$ cat config.mk
export PLATFORM = sky130hd
export DESIGN_NAME = rcpt_core
export DESIGN_NICKNAME = d
export VERILOG_FILES = /design/src/rcpt_pkg.sv /design/src/rcpt_refresh_if.sv /design/src/rcpt_sync.sv /design/src/rcpt_snap.sv /design/src/rcpt_core.sv
export SDC_FILE = /design/constraint.sdc
export NUM_CORES = 1
export LEC_CHECK = 0
export BUFFER_PORTS_ARGS = -buffer_cell sky130_fd_sc_hd__clkbuf_2
export CORE_MARGIN = 2
export CORE_UTILIZATION = 50
export DETAILED_ROUTE_END_ITERATION = 16
export PLACE_DENSITY = 0.79
export SLEW_MARGIN = 40
export SYNTH_ARGS = -nofsm -noshare
export SYNTH_HDL_FRONTEND = slang
export SYNTH_SLANG_ARGS = --single-unit
$ cat constraint.sdc
create_clock -name clock -period 6.4 [get_ports clock]
set_input_delay 0.32 -clock clock [delete_from_list [all_inputs] [get_ports clock]]
set_output_delay 0.32 -clock clock [all_outputs]
set_load 0.1 [all_outputs]
$ cat src/rcpt_pkg.sv
// Shared constants and types for the refresh command and rate pin tracker
package rcpt_pkg;

    // Command codes and register offsets on the serial bus
    localparam logic [7:0] CMD_GCALL_REFRESH = 8'h1E;
    localparam logic [7:0] CMD_KEEP_REFRESH = 8'h1F;
    localparam logic [7:0] CMD_PLAIN_REFRESH = 8'h00;
    localparam logic [7:0] REG_PIN_STATUS = 8'h20;
    localparam logic [7:0] READ_IDLE_VALUE = 8'h00;

    // Device and general call addresses
    localparam logic [6:0] DEV_ADDR_DEFAULT = 7'h10;
    localparam logic [7:0] GCALL_WRITE_BYTE = 8'h00;

    // Pin status register field positions
    localparam int PIN_LEVEL_BIT = 7;
    localparam int RISE_FLAG_BIT = 6;
    localparam int FALL_FLAG_BIT = 5;
    localparam int EDGE_EN_LSB = 1;
    localparam int POR_FLAG_BIT = 0;

    // Edge enables, high to low: rise full, rise keep, fall full, fall keep
    localparam logic [3:0] EDGE_EN_RESET = 4'hA;
    localparam int EN_RISE_FULL = 3;
    localparam int EN_RISE_KEEP = 2;
    localparam int EN_FALL_FULL = 1;
    localparam int EN_FALL_KEEP = 0;
    localparam logic POR_FLAG_RESET = 1'b1;

    // Bit count of a serial byte and warm-up of the pin edge detector
    localparam logic [3:0] BYTE_BITS = 4'h8;
    localparam logic [3:0] LAST_TX_BIT = 4'h7;
    localparam logic [1:0] WARM_DONE = 2'h3;

    // Data widths of the result copies
    localparam int ACC_W = 48;
    localparam int CNT_W = 24;
    localparam int MEAS_W = 16;
    localparam int CTRL_W = 8;
    localparam logic [7:0] CTRL_ACTIVE_RESET = 8'h00;

    // Serial slave states
    typedef enum logic [6:0] {
        ST_IDLE = 7'h01,
        ST_ADDR = 7'h02,
        ST_ACK_A = 7'h04,
        ST_WDATA = 7'h08,
        ST_ACK_W = 7'h10,
        ST_RDATA = 7'h20,
        ST_ACK_R = 7'h40
    } rcpt_bus_state_t;

endpackage

$ cat src/rcpt_refresh_if.sv
// Refresh request carrier from the command decoder to the result snapshot
`timescale 1ns/1ps
interface rcpt_refresh_if;
    logic go;
    logic clr;
    logic act;

    modport src (output go, output clr, output act);
    modport dst (input go, input clr, input act);
endinterface

$ cat src/rcpt_sync.sv
// Two-stage synchroniser for pins from outside the clock domain
`timescale 1ns/1ps
module rcpt_sync #(
    parameter int W = 3
) (
    // Clock and reset
    input wire logic clock,
    input wire logic sys_rst,
    // Pins and their synchronised copies
    input wire logic [W-1:0] async_in,
    output logic [W-1:0] sync_out
);
    typedef struct packed {
        logic [W-1:0] stage1;
        logic [W-1:0] stage2;
    } rcpt_sync_state_t;

    rcpt_sync_state_t s_q;
    rcpt_sync_state_t s_d;

    // First stage feeds only the second stage
    always_comb
    begin
        s_d = s_q;
        s_d.stage1 = async_in;
        s_d.stage2 = s_q.stage1;
    end

    always_ff @(posedge clock or posedge sys_rst)
    begin
        if (sys_rst)
            s_q <= '0;
        else
            s_q <= s_d;
    end

    assign sync_out = s_q.stage2;
endmodule

$ cat src/rcpt_snap.sv
// Readable result copies and pending-to-active control transfer
`timescale 1ns/1ps
module rcpt_snap
    import rcpt_pkg::*;
#(
    parameter int AW = ACC_W,
    parameter int CW = CNT_W,
    parameter int MW = MEAS_W
) (
    // Clock and reset
    input wire logic clock,
    input wire logic sys_rst,
    // Refresh requests
    rcpt_refresh_if.dst rf,
    // Live measurement state
    input wire logic [AW-1:0] acc_live,
    input wire logic [CW-1:0] count_live,
    input wire logic [MW-1:0] bus_voltage_live,
    input wire logic [MW-1:0] sense_voltage_live,
    input wire logic [CTRL_W-1:0] ctrl_pending,
    // Readable copies and accumulator clear
    output logic [AW-1:0] acc_result,
    output logic [CW-1:0] count_result,
    output logic [MW-1:0] bus_voltage_result,
    output logic [MW-1:0] sense_voltage_result,
    output logic [CTRL_W-1:0] ctrl_active,
    output logic accum_clear
);
    typedef struct packed {
        logic [AW-1:0] acc;
        logic [CW-1:0] cnt;
        logic [MW-1:0] bus_voltage;
        logic [MW-1:0] sense_voltage;
        logic [CTRL_W-1:0] ctrl;
        logic clr;
    } rcpt_snap_state_t;

    rcpt_snap_state_t s_q;
    rcpt_snap_state_t s_d;

    // Copy on every refresh; only bus commands activate control settings
    always_comb
    begin
        s_d = s_q;
        s_d.clr = 1'b0;
        if (rf.go)
        begin
            s_d.acc = acc_live;
            s_d.cnt = count_live;
            s_d.bus_voltage = bus_voltage_live;
            s_d.sense_voltage = sense_voltage_live;
            s_d.clr = rf.clr;
        end
        if (rf.go && rf.act)
            s_d.ctrl = ctrl_pending;
    end

    always_ff @(posedge clock or posedge sys_rst)
    begin
        if (sys_rst)
        begin
            s_q <= '0;
            s_q.ctrl <= CTRL_ACTIVE_RESET;
        end
        else
            s_q <= s_d;
    end

    // Registered outputs
    assign acc_result = s_q.acc;
    assign count_result = s_q.cnt;
    assign bus_voltage_result = s_q.bus_voltage;
    assign sense_voltage_result = s_q.sense_voltage;
    assign ctrl_active = s_q.ctrl;
    assign accum_clear = s_q.clr;
endmodule

$ cat src/rcpt_core.sv
// Serial command slave, rate pin status register and refresh launcher
`timescale 1ns/1ps
// Overview of operation
// - Send-byte 1EH refresh is accepted, including through the general call address.
// - 1EH copies results to readable registers and clears accumulators and count.
// - Send-byte 1FH updates readable results and leaves accumulators running.
// - Pin register at 20H updates in real time, without any refresh.
// - If both limited kinds are enabled on one edge, only the full one runs.
// - Both limited refreshes update results; only the full one clears accumulators.
// - Pin-edge refreshes never activate pending control settings.
// - With the pin used as alert output, the pin register reads zero.
// - Reading the pin register clears nothing.
// - Bit 7 shows the present pin level.
// - Bit 6 sets on a rising edge; only plain or general-call refresh or alert mode clears it.
// - Bit 5 sets on a falling edge; only plain or general-call refresh or alert mode clears it.
// - Bit 4 set enables full limited refresh on rising edges; resets to 1.
// - Bit 3 set enables keep limited refresh on rising edges; resets to 0.
// - Bit 2 set enables full limited refresh on falling edges; resets to 1.
// - Bit 1 set enables keep limited refresh on falling edges; resets to 0.
// - The four enable bits change only by host writes.
// - Bit 0 is 1 after power-on, cleared only by the host.
// - Pending control values become active only on serial-bus refresh commands.
module rcpt_core
    import rcpt_pkg::*;
#(
    parameter logic [6:0] DEV_ADDR = DEV_ADDR_DEFAULT,
    parameter int AW = ACC_W,
    parameter int CW = CNT_W,
    parameter int MW = MEAS_W
) (
    // Clock and reset
    input wire logic clock,
    input wire logic sys_rst,
    // Serial bus pins
    input wire logic scl_in,
    input wire logic sda_in,
    output logic sda_out,
    output logic sda_oe,
    // Rate-select pin and its alert-mode option
    input wire logic rate_pin,
    input wire logic pin_is_alert,
    // Live measurement state
    input wire logic [AW-1:0] acc_live,
    input wire logic [CW-1:0] count_live,
    input wire logic [MW-1:0] bus_voltage_live,
    input wire logic [MW-1:0] sense_voltage_live,
    input wire logic [CTRL_W-1:0] ctrl_pending,
    // Readable results
    output logic [AW-1:0] acc_result,
    output logic [CW-1:0] count_result,
    output logic [MW-1:0] bus_voltage_result,
    output logic [MW-1:0] sense_voltage_result,
    output logic [CTRL_W-1:0] ctrl_active,
    output logic accum_clear
);
    typedef struct packed {
        rcpt_bus_state_t st;
        logic [3:0] bitc;
        logic [7:0] shr;
        logic [7:0] ptr;
        logic first;
        logic gcall;
        logic rd;
        logic nack;
        logic drive;
        logic scl_prev;
        logic sda_prev;
        logic pin_prev;
        logic [1:0] warm;
        logic rise_flag;
        logic fall_flag;
        logic [3:0] edge_en;
        logic por;
        logic go;
        logic clr;
        logic act;
    } rcpt_core_state_t;

    rcpt_core_state_t s_q;
    rcpt_core_state_t s_d;
    logic scl_s;
    logic sda_s;
    logic pin_s;
    logic scl_rise;
    logic scl_fall;
    logic bus_start;
    logic bus_stop;
    logic rise_ev;
    logic fall_ev;
    logic lim_full;
    logic lim_keep;
    logic bus_go;
    logic bus_clr;
    logic flag_clr;
    logic wr_pin;
    logic [7:0] pin_view_now;

    rcpt_refresh_if rf ();

    // Pin view, all zero in alert mode; reading has no side effect
    function automatic logic [7:0] pin_view(input rcpt_core_state_t s, input logic lvl, input logic alert);
        logic [7:0] v;
        v = '0;
        v[PIN_LEVEL_BIT] = lvl;
        v[RISE_FLAG_BIT] = s.rise_flag;
        v[FALL_FLAG_BIT] = s.fall_flag;
        v[EDGE_EN_LSB +: 4] = s.edge_en;
        v[POR_FLAG_BIT] = s.por;
        return alert ? READ_IDLE_VALUE : v;
    endfunction

    // Register read decode by pointer
    function automatic logic [7:0] reg_read(input logic [7:0] ptr, input logic [7:0] view);
        return (ptr == REG_PIN_STATUS) ? view : READ_IDLE_VALUE;
    endfunction

    // Bus pins and rate pin pass two flip-flops first
    rcpt_sync #(.W(3)) u_sync (
        .clock(clock),
        .sys_rst(sys_rst),
        .async_in({scl_in, sda_in, rate_pin}),
        .sync_out({scl_s, sda_s, pin_s})
    );

    // Bus conditions and pin edges from the synchronised copies
    assign scl_rise = scl_s & ~s_q.scl_prev;
    assign scl_fall = ~scl_s & s_q.scl_prev;
    assign bus_start = scl_s & s_q.scl_prev & ~sda_s & s_q.sda_prev;
    assign bus_stop = scl_s & s_q.scl_prev & sda_s & ~s_q.sda_prev;
    assign rise_ev = pin_s & ~s_q.pin_prev & (s_q.warm == WARM_DONE) & ~pin_is_alert;
    assign fall_ev = ~pin_s & s_q.pin_prev & (s_q.warm == WARM_DONE) & ~pin_is_alert;
    assign pin_view_now = pin_view(s_q, pin_s, pin_is_alert);

    // Full wins over keep on the same edge
    assign lim_full = (rise_ev & s_q.edge_en[EN_RISE_FULL]) | (fall_ev & s_q.edge_en[EN_FALL_FULL]);
    assign lim_keep = ~lim_full & ((rise_ev & s_q.edge_en[EN_RISE_KEEP]) |
        (fall_ev & s_q.edge_en[EN_FALL_KEEP]));

    // Next-state logic: serial slave, pin register and refresh launch
    always_comb
    begin
        s_d = s_q;
        bus_go = 1'b0;
        bus_clr = 1'b0;
        flag_clr = 1'b0;
        wr_pin = 1'b0;
        s_d.scl_prev = scl_s;
        s_d.sda_prev = sda_s;
        s_d.pin_prev = pin_s;
        if (s_q.warm != WARM_DONE)
            s_d.warm = 2'(s_q.warm + 2'h1);
        if (bus_start)
        begin
            s_d.st = ST_ADDR;
            s_d.bitc = '0;
            s_d.drive = 1'b0;
        end
        else if (bus_stop)
        begin
            s_d.st = ST_IDLE;
            s_d.drive = 1'b0;
        end
        else
        begin
            case (s_q.st)
                ST_IDLE:
                begin
                    s_d.drive = 1'b0;
                end
                ST_ADDR:
                begin
                    if (scl_rise)
                    begin
                        s_d.shr = {s_q.shr[6:0], sda_s};
                        s_d.bitc = 4'(s_q.bitc + 4'h1);
                    end
                    else if (scl_fall && s_q.bitc == BYTE_BITS)
                    begin
                        if (s_q.shr[7:1] == DEV_ADDR)
                        begin
                            s_d.gcall = 1'b0;
                            s_d.rd = s_q.shr[0];
                            s_d.st = ST_ACK_A;
                            s_d.drive = 1'b1;
                        end
                        else if (s_q.shr == GCALL_WRITE_BYTE)
                        begin
                            s_d.gcall = 1'b1;
                            s_d.rd = 1'b0;
                            s_d.st = ST_ACK_A;
                            s_d.drive = 1'b1;
                        end
                        else
                            s_d.st = ST_IDLE;
                    end
                end
                ST_ACK_A:
                begin
                    if (scl_fall)
                    begin
                        s_d.bitc = '0;
                        if (s_q.rd)
                        begin
                            s_d.shr = reg_read(s_q.ptr, pin_view_now);
                            s_d.drive = ~s_d.shr[7];
                            s_d.st = ST_RDATA;
                        end
                        else
                        begin
                            s_d.drive = 1'b0;
                            s_d.first = 1'b1;
                            s_d.st = ST_WDATA;
                        end
                    end
                end
                ST_WDATA:
                begin
                    if (scl_rise)
                    begin
                        s_d.shr = {s_q.shr[6:0], sda_s};
                        s_d.bitc = 4'(s_q.bitc + 4'h1);
                    end
                    else if (scl_fall && s_q.bitc == BYTE_BITS)
                    begin
                        s_d.st = ST_ACK_W;
                        s_d.drive = 1'b1;
                        if (s_q.first)
                        begin
                            s_d.ptr = s_q.shr;
                            // Data-less send-byte commands act on the command byte
                            if (s_q.shr == CMD_GCALL_REFRESH ||
                                (!s_q.gcall && s_q.shr == CMD_PLAIN_REFRESH))
                            begin
                                bus_go = 1'b1;
                                bus_clr = 1'b1;
                                flag_clr = 1'b1;
                            end
                            else if (!s_q.gcall && s_q.shr == CMD_KEEP_REFRESH)
                                bus_go = 1'b1;
                        end
                        else if (!s_q.gcall && s_q.ptr == REG_PIN_STATUS)
                        begin
                            wr_pin = 1'b1;
                            s_d.edge_en = s_q.shr[EDGE_EN_LSB +: 4];
                            if (!s_q.shr[POR_FLAG_BIT])
                                s_d.por = 1'b0;
                        end
                    end
                end
                ST_ACK_W:
                begin
                    if (scl_fall)
                    begin
                        s_d.drive = 1'b0;
                        s_d.bitc = '0;
                        s_d.first = 1'b0;
                        s_d.st = ST_WDATA;
                    end
                end
                ST_RDATA:
                begin
                    if (scl_fall)
                    begin
                        if (s_q.bitc == LAST_TX_BIT)
                        begin
                            s_d.drive = 1'b0;
                            s_d.nack = 1'b0;
                            s_d.st = ST_ACK_R;
                        end
                        else
                        begin
                            s_d.shr = {s_q.shr[6:0], 1'b0};
                            s_d.drive = ~s_q.shr[6];
                            s_d.bitc = 4'(s_q.bitc + 4'h1);
                        end
                    end
                end
                ST_ACK_R:
                begin
                    if (scl_rise)
                        s_d.nack = sda_s;
                    else if (scl_fall)
                    begin
                        if (s_q.nack)
                            s_d.st = ST_IDLE;
                        else
                        begin
                            s_d.shr = reg_read(s_q.ptr, pin_view_now);
                            s_d.drive = ~s_d.shr[7];
                            s_d.bitc = '0;
                            s_d.st = ST_RDATA;
                        end
                    end
                end
                default:
                begin
                    s_d.st = ST_IDLE;
                    s_d.drive = 1'b0;
                end
            endcase
        end
        // Edge flags: an edge in the clearing cycle still sets
        if (flag_clr)
        begin
            s_d.rise_flag = 1'b0;
            s_d.fall_flag = 1'b0;
        end
        if (rise_ev)
            s_d.rise_flag = 1'b1;
        if (fall_ev)
            s_d.fall_flag = 1'b1;
        if (pin_is_alert)
        begin
            s_d.rise_flag = 1'b0;
            s_d.fall_flag = 1'b0;
        end
        // Bus refresh and limited refresh merge into one request
        s_d.go = bus_go | lim_full | lim_keep;
        s_d.clr = bus_clr | lim_full;
        s_d.act = bus_go;
    end

    always_ff @(posedge clock or posedge sys_rst)
    begin
        if (sys_rst)
        begin
            s_q <= '0;
            s_q.st <= ST_IDLE;
            s_q.edge_en <= EDGE_EN_RESET;
            s_q.por <= POR_FLAG_RESET;
        end
        else
            s_q <= s_d;
    end

    // Open-drain data pin, driven low only
    assign sda_out = 1'b0;
    assign sda_oe = s_q.drive;
    assign rf.go = s_q.go;
    assign rf.clr = s_q.clr;
    assign rf.act = s_q.act;

    // Result copies and control activation
    rcpt_snap #(.AW(AW), .CW(CW), .MW(MW)) u_snap (
        .clock(clock),
        .sys_rst(sys_rst),
        .rf(rf),
        .acc_live(acc_live),
        .count_live(count_live),
        .bus_voltage_live(bus_voltage_live),
        .sense_voltage_live(sense_voltage_live),
        .ctrl_pending(ctrl_pending),
        .acc_result(acc_result),
        .count_result(count_result),
        .bus_voltage_result(bus_voltage_result),
        .sense_voltage_result(sense_voltage_result),
        .ctrl_active(ctrl_active),
        .accum_clear(accum_clear)
    );
endmodule

# ---- After elaboration in Yosys (flattened, before gate mapping)
# Cells that the tools add are included.
dict set report totals {
  elab_cells 221
  input_bits 118
  out_inout_bits 115
  regBits 166
}
dict set report classes {
  n_eq_ne 49
  n_addsub 2
  n_bitwise 38
  n_reduce_logical 26
  mux 78
}
# operator n
set op_table {}
lappend op_table {{$mux W19} 4}
lappend op_table {{$mux W8} 7}
lappend op_table {{$mux W7} 7}
lappend op_table {{$pmux W7 S7} 1}
lappend op_table {{$ne A4 B4 Y1 const B} 11}
lappend op_table {{$mux W1} 37}
lappend op_table {{$mux W12} 3}
lappend op_table {{$reduce_and A11 Y1} 3}
lappend op_table {{$pmux W8 S4} 1}
lappend op_table {{$ne A2 B2 Y1 const B} 13}
lappend op_table {{$mux W24} 1}
lappend op_table {{$ne A3 B3 Y1 const B} 8}
lappend op_table {{$reduce_and A6 Y1} 4}
lappend op_table {{$mux W11} 2}
lappend op_table {{$pmux W4 S5} 1}
lappend op_table {{$and A1 B1 Y1} 18}
lappend op_table {{$eq A8 B5 Y1 const B} 2}
lappend op_table {{$mux W2} 8}
lappend op_table {{$not A1 Y1} 15}
lappend op_table {{$eq A7 B5 Y1 const B} 2}
lappend op_table {{$mux W6} 2}
lappend op_table {{$reduce_and A10 Y1} 1}
lappend op_table {{$eq A8 B6 Y1 const B} 1}
lappend op_table {{$logic_not A8 Y1} 1}
lappend op_table {{other kinds (28)} 40}

# ---- Longest topological paths before layout
# Gate-level depths: netlist of the first run.
dict set report depth {
  depth_word 13
  ltp_mapped 8
  mapped_depth_nobuf 8
}

# ---- Modules after synthesis
# Synthesis of the first run repeated with hierarchy kept, for this count alone.
dict set report hier_totals {
  hier_cells 503
  area_unflattened_um2 7134.3
}
# mod cells_per_inst n_inst seq_area_each_um2 area_per_inst_um2
set by_module_without_submodules {}
lappend by_module_without_submodules {rcpt_snap 240 1 2827.7 4354.2}
lappend by_module_without_submodules {rcpt_core 256 1 1181.1 2626.3}
lappend by_module_without_submodules {rcpt_sync 7 1 150.1 153.9}

# ---- Least setup slack after synthesis of the first run
# Ideal clock, no wire load.
dict set report synth_timing {
  kind {flip-flop to flip-flop}
  start {register s_q[36] (netlist name)}
  end {register s_q[45] (netlist name)}
  path_buffers 0
  path_stages_with_launch 9
  synth_period_minus_slack_ps 2033
  setup_slack_ps 4367
  t_arrival_ps 1908
  t_required_ps 6275
  setup_ps 125
  cell_sequence {dfrtp_1 > inv_1 > ha_1 > nor4bb_1 > and2_1 > a211oi_1 > a31o_2 > a21oi_1 > mux2_2}
}
dict set report synth_via {
  elab_chain_len 4
  elab_cells_between_ends 7
  classes_between {5 x eq/ne; 2 x reduce/logical}
}
# item line
set synth_rtl {}
lappend synth_rtl {{start, declared} rcpt_core.sv:79} ;# rcpt_core_state_t s_q;
lappend synth_rtl {{$eq A4 B4 Y1} {rcpt_core.sv:177, rcpt_core.sv:223}}
lappend synth_rtl {{$logic_and A1 B1 Y1} {rcpt_core.sv:177, rcpt_core.sv:223}}
lappend synth_rtl {{$ne A4 B4 Y1 (no line)} --}
lappend synth_rtl {{$reduce_and A11 Y1 (no line) *} --}
# Every way passes the cells marked *; elsewhere a longest branch is shown, timed or not.
# A chain may end at the register's enable or synchronous reset.

# ---- Final worst setup path of the first run
dict set report layout_timing {
  start {register s_q[45] (netlist name)}
  end {register s_q[34] (netlist name)}
}
dict set report layout_via {
  elab_chain_len 4
  elab_cells_between_ends 17
  classes_between {13 x eq/ne; 1 x mux; 3 x reduce/logical}
}
# item line
set layout_rtl {}
lappend layout_rtl {{$eq A7 B4 Y1 or $eq A7 B2 Y1 (tied branches)} rcpt_core.sv:165} ;# case (s_q.st)
lappend layout_rtl {{$reduce_or A2 Y1 (no line)} --}
lappend layout_rtl {{$ne A2 B1 Y1 (no line) or $reduce_bool A4 Y1 (tied branches)} --}
lappend layout_rtl {{$reduce_and A11 Y1 (no line)} --}
# Parallel ways exist; a longest one is shown, timed or not.

==> impl_results.md, run 1 <==
- Initial antenna violation count: 0
- Clock transition at path regs: 60 ps
- Gr ovfl total: 0
- CTS HTree Levels: 4
- Clock group share of total power: 48.7%
- Layout area overhead: 28.4%
- Vias in the first global route: 5045
- Yosys warns: 0
- Sw Pwr: 0.481 mW
- ANT nets after route: 0
- Pleak: 4.73 nW
- Max incr delay on CP: 720 ps
- Comb pwr share: 4.9%
- Required @ worst endpoint: 6700 ps
- Flop pwr share: 46.4%
- Worst setup EP type: register
- Hpwl dp: 12.0 mm
- Pin count of the biggest net entering global routing: 96
- Critical Path Source: s_q[45]
- # setup viols final: 0
- RSZ-0062 raised after global routing: no
- Prevailing post-synth register cell: dfrtp_1
- CP Max Fanout: 19
- Initial DRC Count: 354
- R2r startpoint: s_q[45]
- Post-layout nets: 870
- Outcome: finished, final reports clean
- Antenna cells: 0
- Mapped Nets: 638
- Crit path cell chain: xor2_1 > o21ai_0 > nor4_1 > a21oi_1 > nor3_4 > mux2_2
- Int Pwr: 1.82 mW
- Final Cycle Share: 37.4%
- Yosys cell types: 62
- Final Worst Setup Slack: 4010 ps
- Die width: 122 um
- Critical path class: register to register
- Share of cells above drive strength 1: 54.7%
- Final TNS setup: 0 ps
- Slew HR: 48.5%
- CP startpoint kind: register
- Final Skew: 8.34 ps
- Clock latency on the worst-skew pair: 410 ps
- Buf/Inv on CP: 0
- Routability cong.: 0.927
- Root Driver: clkbuf_16
- DRC viols: 0
- CTS resizes: 0
- Global-route wire length before repair: 24.8 mm
- PwrDens: 256 nW/um2
- Num ports: 233
- Sequential area share after synthesis: 59.6%
- Fin. Hold Viols: 0
- Via/cell ratio: 5.36
- Detailed Routing Iterations Pass 1: 4
- Die Height: 122 um
- Placement Setup Slack: 4020 ps
- CTS Sinks: 166
- Gate Count Post-Synth: 517
- Fillers: 1005
- Least-Margin Pin Slew: 772 ps
- Total power: 2.30 mW
- Mean post-synth cell area: 13.5 um2
- Flop and latch count out of synthesis: 166
- Rows: 43
- Starting Density: 50.7%
- Final worst path period need: 2390 ps
- Peak supply drop: 141 uV
- Cts bufs inserted: 17
- Max Fclk: 0.418 GHz
- Number of max-slew violations in the final report: 0
- Clock Tree Buf Depth: 2
- CORE AREA: 13800 um2
- Hold crit path type: primary input to async pin
- Max capacitance violation total: 0
- Synth Cell Area: 6980 um2
- DR WL/cell: 17.3 um
- Vias: 5040
- Share of synthesized flip-flops with an asynchronous set or reset: 100%
- Total wire length: 16.3 mm
- Switching part of the total power: 21.0%
- Top delay family on crit path: flip-flops
- Post-CTS setup buffer count: 0
- Post-synth EDFFs: 0
- CTS tree: built
- Port-buffer cells: 231
- Critical path data arrival time: 2690 ps
- Hold slack: 22.4 ps
- Tot GR Track Use: 21.6%
- Die Area: 14900 um2
- CP max stage cell: dfrtp_1
==> cell families after synthesis <==
family          Yosys count  share of synthesized area (%)
compound gates           61                           5.79
xor+xnor                  5                          0.627
fa+ha+maj                 3                          0.538
buf+inv                  31                           2.10
flops                   166                           59.6
mux                     137                           22.1
other cells               1                         0.0537
simple gates            113                           9.25
==> synth_stat cells, types with 5 or more instances <==
cell      number  area share, %
nor2b_1        6           0.54
nor4_1         5           0.45
mux2_2       135             22
a21oi_1        9           0.65
nand3_1       10           0.72
dfrtp_1      162             58
nand2b_1       6           0.54
inv_1          8           0.43
clkbuf_1      13           0.70
o21ai_0       19            1.4
nand2_1       31            1.7
nor2_1        19            1.0
o211ai_1       5           0.54
==> power by group through the flow <==
stage | registers (mW) | clock network, mW | logic [mW]
floorplan | 1.10 | 0 | 0.0468
global placement | 1.09 | 0 | 0.109
detailed placement | 1.09 | 0 | 0.112
CTS | 1.07 | 1.14 | 0.114
global route | 1.07 | 1.19 | 0.124
finish | 1.07 | 1.12 | 0.113
==> cell type report <==
type | instances | area [um2] | area share [%]
clock buffers | 20 | 457 | 5.09
clock inverters | 11 | 198 | 2.21
inverters | 8 | 37.5 | 0.419
multi-input cells | 320 | 2680 | 29.8
flip-flops and latches | 166 | 4160 | 46.4
well taps | 180 | 225 | 2.51
repair buffers | 236 | 1210 | 13.5
==> sequential cells by signal (all words and copies together) (netlist names) <==
name	flops
u_snap.acc_result	48
s_q	43
u_snap.count_result	24
u_snap.bus_voltage_result	16
u_snap.sense_voltage_result	16
u_snap.ctrl_active	8
u_sync.s_d	3
u_sync.sync_out	3
rf.act	1
rf.clr	1
rf.go	1
sda_oe	1
u_snap.accum_clear	1
==> per-stage QoR <==
step / cells / cell area, um2 / utilization [%]
2_1_floorplan: 517 / 6980 / -
6_report: 941 / 8960 / 65.1
5_1_grt: 941 / 8960 / 65.1
4_1_cts: 941 / 8960 / 65.0
3_5_place_dp: 907 / 8270 / 60.1
3_3_place_gp: 907 / 8270 / 60.0
==> layout by cell type, fill, tap and decap left out, drive strengths merged, types with 2 or more instances in the layout <==
cell	n
clkbuf	251
dfrtp	162
mux2	135
nand2	32
nor2	20
o21ai	19
nand3	10
a21oi	9
inv	9
nor4	7
nand2b	6
nor2b	6
nor3	6
o211ai	5
bufinv	5
clkinv	5
a22oi	4
dfstp	4
nor4b	3
xor2	3
and2	3
nand4	3
ha	3
dlygate4sd3	3
or2	3
or3	3
xnor2	2
nand3b	2
a21o	2
o311ai	2
nand4b	2
a31oi	2
mux2i	2
a211oi	2
a21boi	2
o2bb2ai	2
or3b	2
a32oi	2
buf	2
==> per-layer routing <==
| metal | share of wire [%] | vias up | track usage [%] | wire (um) |
|---|---|---|---|---|
| li1 | - | 2336 | - | - |
| met1 | 40 | 2493 | 25.7 | 6550 |
| met2 | 52 | 183 | 38.2 | 8470 |
| met3 | 5.8 | 28 | 5.48 | 946 |
| met4 | 2.1 | 0 | 7.54 | 335 |
| met5 | 0 | - | 0 | 0 |
==> timing repair <==
| action | 4_1_cts | 5_1_grt |
|---|---|---|
| hold buffers | 3 | 0 |
| endpoints found under the setup margin | 0 | 0 |
| hold endpoints to repair | 3 | 0 |
==> path summary, 6_finish.rpt <==
kind                                       to  cells after the start  slack [ps]
max                                   s_q[34]                      6        4010
min                                   s_q[36]                      2          20
max reg2reg                           s_q[34]                      6        4010
min reg2reg                u_sync.sync_out[1]                      0         350
max in group asynchronous               rf.go                      3        5220
min in group clock                     s_q[9]                      2         110
(Power assumes the default switching activity.)
==> run 2, diff against run 1 <==
- CORE_UTILIZATION: 50 -> 46
- PLACE_DENSITY: 0.79 -> 0.77
- clock period: 6.4 -> 1.9 ns (I/O delays scaled with it)
==> impl_results.md, run 2 (same netlist as run 1, synthesis figures left out) <==
- Final Skew: 7.40 ps
- Max capacitance violation total: 0
- Gr ovfl total: 0
- Cts bufs inserted: 17
- Pleak: 5.73 nW
- Final Worst Setup Slack: -142 ps
- ANT nets after route: 0
- Max incr delay on CP: 400 ps
- Max Fclk: 0.490 GHz
- Hpwl dp: 13.7 mm
- # setup viols final: 26
- Initial antenna violation count: 0
- Least-Margin Pin Slew: 606 ps
- Outcome: finished with violations
- DRC viols: 0
- CP startpoint kind: register
- Layout area overhead: 59.7%
- Antenna cells: 0
- Required @ worst endpoint: 2240 ps
- Total wire length: 22.7 mm
- Peak supply drop: 668 uV
- Critical R2R Capture: s_q[39]
- RSZ-0062 raised after global routing: yes
- CORE AREA: 15000 um2
- CTS Sinks: 166
- Initial DRC Count: 381
- Clock latency on the worst-skew pair: 430 ps
- Die Height: 127 um
- Final worst path period need: 2040 ps
- Hold crit path type: primary input to register
- Placed insts: 991
- Vias: 6134
- Fillers: 887
- PwrDens: 707 nW/um2
- Vias in the first global route: 6697
- CTS tree: built
- Clock transition at path regs: 60 ps
- Pin count of the biggest net entering global routing: 60
- Worst setup EP type: register
- Max reg flops: 48
- Number of max-slew violations in the final report: 0
- Root Driver: clkbuf_16
- Hold Path End: u_sync.s_d[1]
- Num ports: 233
- Share of cells above drive strength 1: 56.5%
- Post-layout nets: 1073
- DR WL/cell: 19.7 um
- CTS HTree Levels: 4
- Die width: 127 um
- Commonest non-fill, non-tap cell in the layout: clkbuf_2
- Die Area: 16200 um2
- Detailed Routing Iterations Pass 1: 4
- Reg2reg path depth: 6
- CP max stage cell: or3_4
- Global-route wire length before repair: 35.0 mm
- Total power: 7.88 mW
- Critical path data arrival time: 2380 ps
- R2r startpoint: s_q[40]
- Post-route insts no fill: 1153
- Failing checks: negative setup slack
- Rows: 45
- Routability cong.: 0.870
- Final Cycle Share: 107%
- Worst Hold Path Cells: 2
- Slew HR: 59.5%
- Starting Density: 46.4%
- CP Max Fanout: 3
- Port-buffer cells: 231
- Reg-to-reg setup timing slack: -140 ps
- Tot GR Track Use: 28.1%
- Most frequent cells in the layout: 231 x clkbuf_2, 156 x dfrtp_1, 117 x dlygate4sd3_1
- HP Start: sda_in
- Via/cell ratio: 5.32
- Critical path class: register to register
- Fin. Hold Viols: 0
- Crit path cell chain: or3_4 > buf_4 > a211o_1 > a32o_2 > or2_4 > o31ai_2
- Clock Tree Buf Depth: 2
-- run 2: changes by cell type in the layout (fill, tap and decap cells not counted), sizes merged --
| cell | before | now |
|---|---|---|
| dlygate4sd3 | 3 | 117 |
| buf | 2 | 90 |
| clkinvlp | 0 | 5 |
| clkinv | 5 | 1 |
| bufinv | 5 | 3 |
| inv | 9 | 11 |
| clkbuf | 251 | 252 |
-- run 2: cell type report --
class | instances | area [um2] | area share [%]
Clock buffer | 20 | 447 | 4.01
Clock inverter | 12 | 166 | 1.49
Inverter | 8 | 33.8 | 0.303
Multi-Input combinational cell | 320 | 2970 | 26.6
Sequential cell | 166 | 4170 | 37.4
Tap cell | 188 | 235 | 2.11
Timing Repair Buffer | 439 | 3130 | 28.0
-- run 2: power breakdown --
part	internal, mW	switching (mW)
registers	3.56	0.0236
clock network	2.13	1.46
logic	0.369	0.339
total	6.06	1.82
-- run 2: how the worst max path moves through the flow --
stage	from	endpoint	depth (start not counted)
floorplan	sys_rst	rf.act	1
global placement	s_q[43]	s_q[45]	8
detailed placement	s_q[45]	s_q[38]	8
CTS	s_q[46]	s_q[44]	9
global route	s_q[46]	s_q[39]	7
finish	s_q[40]	s_q[39]	6
-- run 2: per-layer routing --
layer | wire [um] | track usage, % | vias up
li1 | - | - | 2725
met1 | 8430 | 31.0 | 3089
met2 | 12200 | 51.0 | 249
met3 | 1170 | 6.83 | 71
met4 | 903 | 13.4 | 0
met5 | 0 | 0 | -
-- run 2: timing repair --
| item | in CTS | in global routing |
|---|---|---|
| gates resized for setup | 34 | 37 |
| endpoints found under the setup margin | 33 | 35 |
| endpoints found under the hold margin | 131 | 0 |
| gates cloned | 0 | 1 |
| pin swaps | 10 | 16 |
| hold buffers | 117 | 0 |
| buffers inserted | 9 | 5 |
-- run 2: worst max-delay path: cells and delay by family (launching register included) --
| kind | cells | cell delay (ps) |
|---|---|---|
| compound gates | 3 | 760 |
| buf+inv | 1 | 160 |
| flops | 1 | 390 |
| simple gates | 2 | 640 |
-- run 2: stage by stage --
step	utilization [%]	TNS [ps]	setup slack [ps]	area [um2]	hold WS, ps
after floorplan	-	-50200	-304	7040	126
after global placement	59.7	-2720	-153	8970	170
after detailed placement	59.7	-4250	-242	8970	173
after CTS	72.9	-1510	-131	11000	297
after global routing	74.1	-4170	-226	11100	305
final	74.1	-1310	-142	11100	310
